`config.mk`:
```
export PLATFORM = sky130hd
export DESIGN_NAME = uie_uart
export DESIGN_NICKNAME = d
export VERILOG_FILES = /design/src/uie_baud.v /design/src/uie_uart.v
export VERILOG_INCLUDE_DIRS = /design/src
export SDC_FILE = /design/constraint.sdc
export NUM_CORES = 1
export LEC_CHECK = 0
export CAP_MARGIN = 20
export CORE_ASPECT_RATIO = 1.75
export CORE_MARGIN = 2
export CORE_UTILIZATION = 58
export DETAILED_ROUTE_END_ITERATION = 10
export DONT_BUFFER_PORTS = 1
export PLACE_DENSITY = 0.74
export SETUP_SLACK_MARGIN = 0.2
export SLEW_MARGIN = 20
export SYNTH_ARGS = -nofsm -noshare
export SYNTH_HDL_FRONTEND = slang
export SYNTH_SLANG_ARGS = --single-unit
```
`constraint.sdc`:
```
create_clock -name clk_sys -period 8.55 [get_ports clk_sys]
set_input_delay 0 -clock clk_sys [delete_from_list [all_inputs] [get_ports clk_sys]]
set_output_delay 0 -clock clk_sys [all_outputs]
set_load 0.03 [all_outputs]
```
`src/uie_defines.vh`:
```
`ifndef UIE_DEFINES_VH
`define UIE_DEFINES_VH
`define UIE_A_CTRL     8'h00
`define UIE_A_BAUD     8'h04
`define UIE_A_MOD      8'h08
`define UIE_A_IRDA     8'h0c
`define UIE_A_STAT     8'h10
`define UIE_A_RXBUF    8'h14
`define UIE_A_TXBUF    8'h18
`define UIE_C_SWRST    0
`define UIE_C_PAR_EN   1
`define UIE_C_PAR_EVEN 2
`define UIE_C_TWO_STOP 3
`define UIE_C_MODE     5:4
`define UIE_C_RXEIE    6
`define UIE_C_BRKIE    7
`define UIE_C_OS16     8
`define UIE_C_IREN     9
`define UIE_C_IRTXCLK  10
`define UIE_C_IRRXPL   11
`define UIE_C_IRRXFE   12
`define UIE_M_BRS      2:0
`define UIE_M_BRF      7:4
`define UIE_I_TXPL     5:0
`define UIE_I_RXFL     13:8
`define UIE_S_RXIFG    0
`define UIE_S_TXIFG    1
`define UIE_S_FE       2
`define UIE_S_PE       3
`define UIE_S_OE       4
`define UIE_S_BRK      5
`define UIE_S_RXERR    6
`define UIE_S_IDLE     7
`define UIE_S_BUSY     8
`define UIE_CTRL_RST   16'h0001
`define UIE_BAUD_RST   16'h0010
`define UIE_MOD_RST    16'h0000
`define UIE_IRDA_RST   16'h0000
`define UIE_MODE_IDLE  2'h1
`define UIE_MODE_ADDR  2'h2
`define UIE_MODE_AUTO  2'h3
`define UIE_DATA_BITS  4'h8
`define UIE_IDLE_ONES  4'ha
`define UIE_FILT_EXTRA 9'h004
`define UIE_VOTE_SUB   5'h07
`define UIE_SUBS_LAST  5'h0f
`endif

```
`src/uie_baud.v`:
```
`default_nettype none
`include "uie_defines.vh"
module uie_baud (
	input  wire        clk_sys,
	input  wire        rst,
	input  wire        ce,
	input  wire        run,
	input  wire        restart,
	input  wire        os16,
	input  wire [15:0] prescaler,
	input  wire [3:0]  first_mod,
	input  wire [2:0]  second_mod,
	output wire        bit_tick,
	output wire        sample_tick,
	output wire        x16_tick
);
	reg  [15:0] cnt;
	reg  [4:0]  sub;
	reg  [2:0]  bidx;
	reg  [7:0]  pattern;

	always @* begin
		case (second_mod)
		3'h0: pattern = 8'h00;
		3'h1: pattern = 8'h02;
		3'h2: pattern = 8'h22;
		3'h3: pattern = 8'h2a;
		3'h4: pattern = 8'haa;
		3'h5: pattern = 8'hae;
		3'h6: pattern = 8'hee;
		default: pattern = 8'hfe;
		endcase
	end

	wire        m_bit    = pattern[bidx];
	wire        bypass   = prescaler < 16'h0002;
	wire [7:0]  prod     = {4'h0, sub[3:0]} * {4'h0, first_mod};
	wire [4:0]  acc      = {1'b0, prod[3:0]} + {1'b0, first_mod};
	// spreads first_mod stretched sub-periods evenly over the sixteen
	wire        stretch  = ~bypass & ~sub[4] & (acc > 5'h0f);
	wire [15:0] sub_len  = bypass ? 16'h0001 : prescaler + {15'h0, stretch};
	wire [15:0] lf_len   = prescaler + {15'h0, m_bit};
	wire [15:0] seg_len  = os16 ? sub_len : lf_len;
	wire [16:0] cnt_nxt  = {1'b0, cnt} + 17'h00001;
	wire        seg_end  = run & (cnt_nxt >= {1'b0, seg_len});
	// the second-stage bit adds one whole sixteenth period in oversampling
	wire [4:0]  sub_last = `UIE_SUBS_LAST + {4'h0, m_bit};
	wire        os_end   = seg_end & (sub == sub_last);
	wire [15:0] half     = {1'b0, prescaler[15:1]};
	wire        lf_samp  = (cnt == half - 16'h0001) | (cnt == half) | (cnt == half + 16'h0001);
	wire        os_samp  = (sub == `UIE_VOTE_SUB - 5'h01) | (sub == `UIE_VOTE_SUB) |
	                       (sub == `UIE_VOTE_SUB + 5'h01);

	assign x16_tick    = os16 & seg_end;
	assign bit_tick    = os16 ? os_end : seg_end;
	assign sample_tick = run & (os16 ? (seg_end & os_samp) : lf_samp);

	always @(posedge clk_sys) begin
		if (rst) begin
			cnt  <= 16'h0000;
			sub  <= 5'h00;
			bidx <= 3'h0;
		end else if (ce) begin
			// unclocked while idle; pattern restarts on every start bit
			if (~run | restart) begin
				cnt  <= 16'h0000;
				sub  <= 5'h00;
				bidx <= 3'h0;
			end else if (seg_end) begin
				cnt <= 16'h0000;
				if (~os16 | os_end) begin
					sub  <= 5'h00;
					bidx <= bidx + 3'h1;
				end else begin
					sub <= sub + 5'h01;
				end
			end else begin
				cnt <= cnt_nxt[15:0];
			end
		end
	end
endmodule
`default_nettype wire

```
`src/uie_uart.v`:
```
// Our own choices: the register addresses and the address-and-strobe port.
`default_nettype none
`include "uie_defines.vh"
module uie_uart (
	input  wire        clk_sys,
	input  wire        rst,
	input  wire        ce,
	input  wire [7:0]  reg_addr,
	input  wire [15:0] reg_wdata,
	input  wire        reg_wr,
	input  wire        reg_rd,
	output reg  [15:0] reg_rdata,
	input  wire        serial_rx_input,
	output reg         serial_tx_output
);
	localparam R_IDLE    = 2'h0;
	localparam R_START   = 2'h1;
	localparam R_DATA    = 2'h2;
	localparam R_IDLECHK = 2'h3;
	localparam T_IDLE    = 1'b0;
	localparam T_SEND    = 1'b1;

	reg  [15:0] ctrl;
	reg  [15:0] baud_prescaler;
	reg  [15:0] mod_reg;
	reg  [15:0] irda_reg;

	wire        soft_reset_bit  = ctrl[`UIE_C_SWRST];
	wire        par_en          = ctrl[`UIE_C_PAR_EN];
	wire        par_even        = ctrl[`UIE_C_PAR_EVEN];
	wire        two_stop        = ctrl[`UIE_C_TWO_STOP];
	wire [1:0]  serial_mode_field = ctrl[`UIE_C_MODE];
	wire        rx_error_char_enable = ctrl[`UIE_C_RXEIE];
	wire        break_irq_enable = ctrl[`UIE_C_BRKIE];
	wire        oversampling_select = ctrl[`UIE_C_OS16];
	wire        irda_enable     = ctrl[`UIE_C_IREN];
	wire        ir_tx_pulse_clock_select = ctrl[`UIE_C_IRTXCLK];
	wire        ir_rx_polarity  = ctrl[`UIE_C_IRRXPL];
	wire        ir_rx_filter_enable = ctrl[`UIE_C_IRRXFE];
	wire [2:0]  second_stage_modulation = mod_reg[`UIE_M_BRS];
	wire [3:0]  first_stage_modulation = mod_reg[`UIE_M_BRF];
	wire [5:0]  ir_tx_pulse_length = irda_reg[`UIE_I_TXPL];
	wire [5:0]  ir_rx_filter_length = irda_reg[`UIE_I_RXFL];
	wire        addr_mode       = serial_mode_field == `UIE_MODE_ADDR;
	wire        hold            = rst | soft_reset_bit;

	// frame layout: data 0..7, then address bit, parity bit, stop bit(s)
	wire [3:0]  par_pos  = `UIE_DATA_BITS + {3'h0, addr_mode};
	wire [3:0]  stop_pos = par_pos + {3'h0, par_en};
	wire [3:0]  n_bits   = stop_pos + 4'h1 + {3'h0, two_stop};
	wire [11:0] len_mask = (12'h001 << n_bits) - 12'h001;

	wire        wr_ctrl  = reg_wr & (reg_addr == `UIE_A_CTRL);
	wire        wr_stat  = reg_wr & (reg_addr == `UIE_A_STAT);
	wire        wr_tx    = reg_wr & (reg_addr == `UIE_A_TXBUF) & ~soft_reset_bit;
	wire        rd_stat  = reg_rd & (reg_addr == `UIE_A_STAT);
	wire        rd_rxbuf = reg_rd & (reg_addr == `UIE_A_RXBUF);
	wire [15:0] clr_mask = wr_stat ? reg_wdata : 16'h0000;

	// receive side state
	reg  [1:0]  rx_state;
	reg  [3:0]  rx_cnt;
	reg  [11:0] rx_frame;
	reg  [2:0]  samp;
	reg  [3:0]  ones;
	reg         rx_prev;
	reg  [7:0]  filt_cnt;
	reg         ir_low;
	reg  [7:0]  rx_buffer;
	reg         rx_irq_flag;
	reg         framing_error_flag;
	reg         parity_error_flag;
	reg         overrun_flag;
	reg         break_flag;
	reg         rx_error_summary;
	reg         idle_detected_flag;
	reg         ovr_since_stat;
	// transmit side state, then the status word
	reg         t_state;
	reg  [11:0] tsh;
	reg  [3:0]  t_left;
	reg         tx_bit;
	reg         bit_new;
	reg         tx_full;
	reg  [7:0]  tx_buffer;
	reg         tx_irq_flag;
	reg         ir_pulse;
	reg  [7:0]  ir_half;
	reg  [15:0] stat_word;

	wire        rx_tick;
	wire        rx_samp;
	wire        tx_tick;
	wire        tx_x16;

	// IrDA receive decode; a qualified pulse holds the line low to the bit end
	wire        ir_active = ir_rx_polarity ? ~serial_rx_input : serial_rx_input;
	wire [8:0]  ir_halves = {filt_cnt, 1'b0} + 9'h002;
	wire [8:0]  ir_thresh = {3'h0, ir_rx_filter_length} + `UIE_FILT_EXTRA;
	wire        ir_qual   = ir_active & (~ir_rx_filter_enable | (ir_halves > ir_thresh));
	wire        rx_line   = irda_enable ? ~ir_low : serial_rx_input;
	wire        fall      = rx_prev & ~rx_line;

	// the third sample may land on the bit-end cycle, so vote on it directly
	wire [2:0]  samp_now  = rx_samp ? {samp[1:0], rx_line} : samp;
	wire        vote      = (samp_now[0] & samp_now[1]) | (samp_now[0] & samp_now[2]) |
	                        (samp_now[1] & samp_now[2]);
	wire [11:0] frame_now = rx_frame | ({11'h000, vote} << rx_cnt);
	wire        last_bit  = rx_cnt == (n_bits - 4'h1);
	wire        char_done = (rx_state == R_DATA) & rx_tick & last_bit;
	wire        stop_ok   = frame_now[stop_pos] & (~two_stop | frame_now[stop_pos + 4'h1]);
	wire        par_x     = (^frame_now[7:0]) ^ (addr_mode & frame_now[8]) ^ frame_now[par_pos];
	wire        fe_set    = char_done & ~stop_ok;
	wire        pe_set    = char_done & par_en & (par_x ^ ~par_even);
	wire        brk_set   = char_done & (serial_mode_field != `UIE_MODE_AUTO) &
	                        ((frame_now & len_mask) == 12'h000);
	wire        store     = char_done & (~(fe_set | pe_set) | rx_error_char_enable);
	wire        oe_set    = store & rx_irq_flag;
	wire        idle_set  = (rx_state == R_IDLECHK) & ~fall & rx_tick & vote &
	                        (ones == `UIE_IDLE_ONES - 4'h1);
	wire        rx_run    = rx_state != R_IDLE;
	wire        rx_restart = (rx_state == R_IDLECHK) & fall;

	// transmit framing; spare high bits past the frame are never sent
	wire [7:0]  td        = tx_buffer;
	wire        tpar      = (^td) ^ ~par_even;
	wire [11:0] t_frame   = addr_mode ? (par_en ? {2'h3, tpar, 1'b0, td} : {3'h7, 1'b0, td}) :
	                                    (par_en ? {3'h7, tpar, td} : {4'hf, td});
	wire        tx_load   = tx_tick & tx_full & ((t_state == T_IDLE) | (t_left == 4'h0));
	wire        tx_run    = tx_full | (t_state == T_SEND);
	wire        next_tx_full = wr_tx | (tx_full & ~tx_load);
	wire [7:0]  pl_halves = {2'h0, ir_tx_pulse_length} + 8'h01;
	wire [7:0]  next_half = ir_half + 8'h02;
	// with the source clock picked, one half-step per cycle assumes prescaler >= 5
	wire        ir_step   = ir_tx_pulse_clock_select ? tx_x16 : 1'b1;

	uie_baud u_rx_baud (
		.clk_sys     (clk_sys),
		.rst         (hold),
		.ce          (ce),
		.run         (rx_run),
		.restart     (rx_restart),
		.os16        (oversampling_select),
		.prescaler   (baud_prescaler),
		.first_mod   (first_stage_modulation),
		.second_mod  (second_stage_modulation),
		.bit_tick    (rx_tick),
		.sample_tick (rx_samp),
		.x16_tick    ()
	);

	uie_baud u_tx_baud (
		.clk_sys     (clk_sys),
		.rst         (hold),
		.ce          (ce),
		.run         (tx_run),
		.restart     (tx_load),
		.os16        (oversampling_select),
		.prescaler   (baud_prescaler),
		.first_mod   (first_stage_modulation),
		.second_mod  (second_stage_modulation),
		.bit_tick    (tx_tick),
		.sample_tick (),
		.x16_tick    (tx_x16)
	);

	always @(posedge clk_sys) begin
		if (rst) begin
			ctrl           <= `UIE_CTRL_RST;
			baud_prescaler <= `UIE_BAUD_RST;
			mod_reg        <= `UIE_MOD_RST;
			irda_reg       <= `UIE_IRDA_RST;
		end else if (ce & reg_wr) begin
			if (reg_addr == `UIE_A_CTRL) begin
				ctrl <= reg_wdata;
			end else if (reg_addr == `UIE_A_BAUD) begin
				baud_prescaler <= reg_wdata;
			end else if (reg_addr == `UIE_A_MOD) begin
				mod_reg <= reg_wdata;
			end else if (reg_addr == `UIE_A_IRDA) begin
				irda_reg <= reg_wdata;
			end
		end
	end

	always @(posedge clk_sys) begin
		if (hold | ~irda_enable) begin
			filt_cnt <= 8'h00;
			ir_low   <= 1'b0;
		end else if (ce) begin
			filt_cnt <= ir_active ? ((filt_cnt == 8'hff) ? filt_cnt : filt_cnt + 8'h01) : 8'h00;
			// a pulse straddling a bit end would also mark the next bit
			ir_low   <= ir_qual | (ir_low & ~rx_tick);
		end
	end

	always @(posedge clk_sys) begin
		if (hold) begin
			rx_state <= R_IDLE;
			rx_cnt   <= 4'h0;
			rx_frame <= 12'h000;
			samp     <= 3'h7;
			ones     <= 4'h0;
			rx_prev  <= 1'b1;
		end else if (ce) begin
			rx_prev <= rx_line;
			if (rx_samp) begin
				samp <= samp_now;
			end
			case (rx_state)
			R_IDLE: begin
				if (fall) begin
					rx_state <= R_START;
				end
			end
			R_START: begin
				if (rx_tick) begin
					rx_cnt   <= 4'h0;
					rx_frame <= 12'h000;
					rx_state <= vote ? R_IDLE : R_DATA;
				end
			end
			R_DATA: begin
				if (rx_tick) begin
					rx_frame <= frame_now;
					rx_cnt   <= rx_cnt + 4'h1;
					if (last_bit) begin
						ones     <= 4'h0;
						rx_state <= (serial_mode_field == `UIE_MODE_IDLE) ? R_IDLECHK : R_IDLE;
					end
				end
			end
			default: begin
				if (fall) begin
					rx_state <= R_START;
				end else if (rx_tick) begin
					if (~vote) begin
						ones <= 4'h0;
					end else if (idle_set) begin
						rx_state <= R_IDLE;
					end else begin
						ones <= ones + 4'h1;
					end
				end
			end
			endcase
		end
	end

	always @(posedge clk_sys) begin
		if (hold) begin
			rx_buffer          <= 8'h00;
			rx_irq_flag        <= 1'b0;
			framing_error_flag <= 1'b0;
			parity_error_flag  <= 1'b0;
			overrun_flag       <= 1'b0;
			break_flag         <= 1'b0;
			rx_error_summary   <= 1'b0;
			idle_detected_flag <= 1'b0;
			ovr_since_stat     <= 1'b0;
		end else if (ce) begin
			if (store) begin
				rx_buffer <= frame_now[7:0];
			end
			// in every flag below a hardware set outranks any clear
			rx_irq_flag        <= store | (brk_set & break_irq_enable) | (rx_irq_flag & ~rd_rxbuf);
			framing_error_flag <= fe_set | (framing_error_flag & ~(rd_rxbuf | clr_mask[`UIE_S_FE]));
			parity_error_flag  <= pe_set | (parity_error_flag & ~(rd_rxbuf | clr_mask[`UIE_S_PE]));
			break_flag         <= brk_set | (break_flag & ~(rd_rxbuf | clr_mask[`UIE_S_BRK]));
			rx_error_summary   <= fe_set | pe_set | oe_set |
			                      (rx_error_summary & ~(rd_rxbuf | clr_mask[`UIE_S_RXERR]));
			// an overwrite after the last status read keeps overrun alive
			ovr_since_stat     <= oe_set | (ovr_since_stat & ~rd_stat);
			overrun_flag       <= oe_set | (overrun_flag & ~(rd_rxbuf & ~ovr_since_stat));
			idle_detected_flag <= idle_set | (idle_detected_flag & ~(rd_rxbuf | clr_mask[`UIE_S_IDLE]));
		end
	end

	always @(posedge clk_sys) begin
		if (hold) begin
			t_state     <= T_IDLE;
			tsh         <= 12'hfff;
			t_left      <= 4'h0;
			tx_bit      <= 1'b1;
			bit_new     <= 1'b0;
			tx_full     <= 1'b0;
			tx_buffer   <= 8'h00;
			tx_irq_flag <= 1'b1;
		end else if (ce) begin
			bit_new     <= 1'b0;
			tx_full     <= next_tx_full;
			tx_irq_flag <= ~next_tx_full;
			if (wr_tx) begin
				tx_buffer <= reg_wdata[7:0];
			end
			if (tx_load) begin
				tsh     <= t_frame;
				t_left  <= n_bits;
				tx_bit  <= 1'b0;
				bit_new <= 1'b1;
				t_state <= T_SEND;
			end else if (tx_tick & (t_state == T_SEND)) begin
				bit_new <= 1'b1;
				if (t_left != 4'h0) begin
					tx_bit <= tsh[0];
					tsh    <= {1'b1, tsh[11:1]};
					t_left <= t_left - 4'h1;
				end else begin
					tx_bit  <= 1'b1;
					t_state <= T_IDLE;
				end
			end
		end
	end

	always @(posedge clk_sys) begin
		if (hold) begin
			ir_pulse         <= 1'b0;
			ir_half          <= 8'h00;
			serial_tx_output <= 1'b1;
		end else if (ce) begin
			if (bit_new) begin
				ir_pulse <= ~tx_bit;
				ir_half  <= 8'h00;
			end else if (ir_pulse & ir_step) begin
				ir_half <= next_half;
				if (next_half >= pl_halves) begin
					ir_pulse <= 1'b0;
				end
			end
			serial_tx_output <= irda_enable ? ir_pulse : tx_bit;
		end
	end

	always @* begin
		stat_word = 16'h0000;
		stat_word[`UIE_S_RXIFG] = rx_irq_flag;
		stat_word[`UIE_S_TXIFG] = tx_irq_flag;
		stat_word[`UIE_S_FE]    = framing_error_flag;
		stat_word[`UIE_S_PE]    = parity_error_flag;
		stat_word[`UIE_S_OE]    = overrun_flag;
		stat_word[`UIE_S_BRK]   = break_flag;
		stat_word[`UIE_S_RXERR] = rx_error_summary;
		stat_word[`UIE_S_IDLE]  = idle_detected_flag;
		stat_word[`UIE_S_BUSY]  = rx_run | tx_run;
	end

	always @(posedge clk_sys) begin
		if (rst) begin
			reg_rdata <= 16'h0000;
		end else if (ce) begin
			if (~reg_rd) begin
				reg_rdata <= 16'h0000;
			end else if (reg_addr == `UIE_A_CTRL) begin
				reg_rdata <= ctrl;
			end else if (reg_addr == `UIE_A_BAUD) begin
				reg_rdata <= baud_prescaler;
			end else if (reg_addr == `UIE_A_MOD) begin
				reg_rdata <= mod_reg;
			end else if (reg_addr == `UIE_A_IRDA) begin
				reg_rdata <= irda_reg;
			end else if (reg_addr == `UIE_A_STAT) begin
				reg_rdata <= stat_word;
			end else if (reg_addr == `UIE_A_RXBUF) begin
				reg_rdata <= {8'h00, rx_buffer};
			end else begin
				reg_rdata <= 16'h0000;
			end
		end
	end
endmodule
`default_nettype wire

```
==> flow_metrics.env <==
export IMPL_grt_pass1_wl_mm=80.52
export IMPL_synth_edf_count=0
export IMPL_vias=15243
export IMPL_synth_area_leaders="dfxtp_1 29%, a21oi_1 8.3%, ha_1 8.0%"
export IMPL_syn_nets=2153
export IMPL_avgSynthCellArea_sq_um=7.408
export IMPL_insertion_delay_ps=560
export IMPL_reg2reg_to="rx_buffer[3]"
export IMPL_seq_area_sq_um=4304
export IMPL_use_met2=0.6474
export IMPL_synth_largest_area_cell="dfxtp_1"
export IMPL_clkSinkCount=215
export IMPL_drive_gt1_frac=0.05403
export IMPL_yosysWarnings=0
export IMPL_total_leakage_power_nw=6.119
export IMPL_yosys_cell_types_count=89
export IMPL_r2r_slack_ps=660
export IMPL_crit_path_start_kind="flop"
export IMPL_max_cap_violations=0
export IMPL_r2r_start="u_rx_baud.sub[1]"
export IMPL_grt_busiest_layer="met2"
export IMPL_setup_worst_path_start="u_rx_baud.sub[1]"
export IMPL_post_route_util=0.6410
export IMPL_first_global_vias=15079
export IMPL_synth_most_common_cell="nand2_1"
export IMPL_netlist_instances=2024
export IMPL_die_w_microns=125.5
export IMPL_grt_util_all_layers=0.3708
export IMPL_drv_slew=0
export IMPL_antenna_cells=0
export IMPL_power_mw=2.099
export IMPL_fin_cells=2315
export IMPL_gr_usage_met3=0.05801
export IMPL_fillerInstances=2335
export IMPL_multi_input_area_sq_um=10030
export IMPL_crit_required_ps=8970
export IMPL_ir_drop_mv=0.1784
export IMPL_setup_tns_ps=0
export IMPL_die_y_microns=216.7
export IMPL_grt_use_met1=0.3809
export IMPL_critPathMaxFanout=11
export IMPL_period_minus_slack_ps=7888
export IMPL_power_switching_mw=0.4990
export IMPL_clk_path_buf_depth=3
export IMPL_combinationalPowerShare=0.029
export IMPL_yosysSeqAreaShare=0.2870
export IMPL_swShare=0.2378
export IMPL_dp_cells=2240
export IMPL_core_area_sq_um=25340
export IMPL_worst_setup_path_end_kind="flop"
export IMPL_endpoint="rx_buffer[3]"
export IMPL_worst_path_max_delay_cell="or4_1"
export IMPL_first_iter_violations=1365
export IMPL_globalRouteOverflowTotal=0
export IMPL_seq_power_share=0.477
export IMPL_die_area_sq_um=27210
export IMPL_cts_htree_levels=1
export IMPL_mappedNetlistArea_sq_um=14990
export IMPL_portBuffers=0
export IMPL_routabilityCongestion=0.9917
export IMPL_arrival_ps=8310
export IMPL_wl_per_cell_microns=22.37
export IMPL_crit_top_cell="ha_1"
export IMPL_synthTopCellsByCount="315 x nand2_1, 248 x a21oi_1, 215 x dfxtp_1"
export IMPL_ys_seq_elements=215
export IMPL_worstSetupPathType="reg -> reg"
export IMPL_cts_tree="yes"
export IMPL_syn_to_final_growth_pct=8.319
export IMPL_slew_headroom=0.2968
export IMPL_path_clk_slew_ps=60
export IMPL_fmax_ghz=0.1268
export IMPL_yosys_most_used_dff="dfxtp_1"
export IMPL_fin_crit_sh=0.9226
export IMPL_setup_viol=0
export IMPL_hold_class="in -> reg"
export IMPL_skew_ps=28.03
export IMPL_hpwlAfterDp_mm=37.22
export IMPL_grt_max_degree=83
export IMPL_finalHoldViolations=0
export IMPL_ant_nets=0
export IMPL_power_density_nw_per_um2=129.2
export IMPL_ios=47
export IMPL_wirelength_mm=51.78
export IMPL_synthArstFlopShare=0
export IMPL_root_buffer="clkbuf_16"
export IMPL_rows=77
export IMPL_ff2ff_path_depth=32
export IMPL_grt_setup_unrepaired="false"
export IMPL_worst_pin_slew_ps=1048
export IMPL_layout_nets=2112
export IMPL_p_clk_frac=0.494
export IMPL_slowest_delay_ps=550
export IMPL_antenna_found_initial=0
export IMPL_cts_buffers=23
export IMPL_p_int_mw=1.600
export IMPL_outcome="completed"
export IMPL_drcViolationCount=0
export IMPL_synth_top_area_share=0.2870
export IMPL_vias_per_cell=6.584
export IMPL_start_util=0.5918
export IMPL_firstDrtPassIters=7
## power by group through the flow
stage / Sequential [mW] / Combinational [mW] / Clock [mW]
5_1_grt: 1.00 / 0.0624 / 1.08
4_1_cts: 1.00 / 0.0578 / 1.05
6_report: 1.00 / 0.0601 / 1.04
3_3_place_gp: 1.02 / 0.0251 / 0
3_5_place_dp: 1.02 / 0.0256 / 0
2_1_floorplan: 1.02 / 0.0267 / 0
## critical path: cells and delay by family, from the launching register on
family / cells / cell delay [ps]
AOI/OAI and AO/OA: 12 / 2850
xor gates and xnor gates: 5 / 790
adders and majority gates: 7 / 1880
buffers and inverters: 1 / 100
DFF: 1 / 480
muxes: 1 / 390
and+or+nand+nor: 6 / 1280
## area by class of cell
cell class | count | share of cell area
clock buffer | 29 | 0.03806
clock inverter | 12 | 0.008705
inverter | 42 | 0.009706
multi-input combinational | 1637 | 0.6175
sequential | 215 | 0.2650
tap | 316 | 0.02434
timing repair buffer | 64 | 0.03667
## timing repair
action                                  CTS  global route
endpoints found under the setup margin    1            11
gates resized for setup                   1             4
endpoints found under the hold margin   182             0
setup buffers                             0             2
hold buffers                             32             0
pin swaps                                 0             3
## through the flow
stage / worst slack, ps / hold slack, ps / instance area [sq um]
detailed placement: 221.8 / 83.41 / 15080
CTS: 291.7 / 12.53 / 16200
global placement: 427.9 / 79.60 / 15080
finish: 661.8 / 34.58 / 16240
global route: 126.4 / 33.18 / 16240
floorplan: 1276 / 121.2 / 14990
## layout by cell type (no fill, tap or decap), types with 5 or more instances in the layout
| master | instances |
|---|---|
| a211o_1 | 5 |
| a211oi_1 | 11 |
| a21o_1 | 11 |
| a21oi_1 | 248 |
| a22oi_1 | 26 |
| a31oi_1 | 18 |
| and2_1 | 17 |
| and3_1 | 30 |
| and4_1 | 6 |
| buf_4 | 32 |
| clkbuf_16 | 23 |
| dfxtp_1 | 215 |
| dlygate4sd3_1 | 30 |
| ha_1 | 95 |
| inv_1 | 41 |
| mux2i_1 | 27 |
| nand2_1 | 315 |
| nand2b_1 | 21 |
| nand3_1 | 70 |
| nand3b_1 | 15 |
| nand4_1 | 27 |
| nand4b_1 | 8 |
| nor2_1 | 206 |
| nor2b_1 | 25 |
| nor3_1 | 34 |
| nor4_1 | 20 |
| o2111ai_1 | 7 |
| o211ai_1 | 20 |
| o21ai_0 | 91 |
| o221ai_1 | 9 |
| o22ai_1 | 23 |
| or2_2 | 5 |
| or3_1 | 13 |
| or4_1 | 7 |
| xnor2_1 | 76 |
| xor2_1 | 54 |
## layer usage
metal  wire length, microns  up-vias
li1                       -     7125
met1                  17850     7168
met2                  25580      694
met3                   3305      256
met4                   5050        0
met5                      0        -
## how the worst min path moves through the flow
stage / start / to / depth (start not counted)
after floorplan: reg_wdata[4] / baud_prescaler[4] / 2
after detailed placement: rst / reg_rdata[3] / 1
after CTS: ce / u_rx_baud.cnt[9] / 4
after global placement: rst / reg_rdata[2] / 1
final: reg_addr[3] / tx_full / 4
after global routing: ce / reg_rdata[8] / 3
## cell families (layout without fill, tap and decap cells)
kind of cell	Yosys count	after routing	share of synthesized area
DFF	215	215	0.2870
xor gates and xnor gates	130	130	0.07593
buffers and inverters	172	147	0.04715
AOI/OAI and AO/OA	536	536	0.2193
adders and majority gates	99	99	0.08411
muxes	33	33	0.02403
and+or+nand+nor	839	839	0.2624
(Power assumes the default switching activity.)
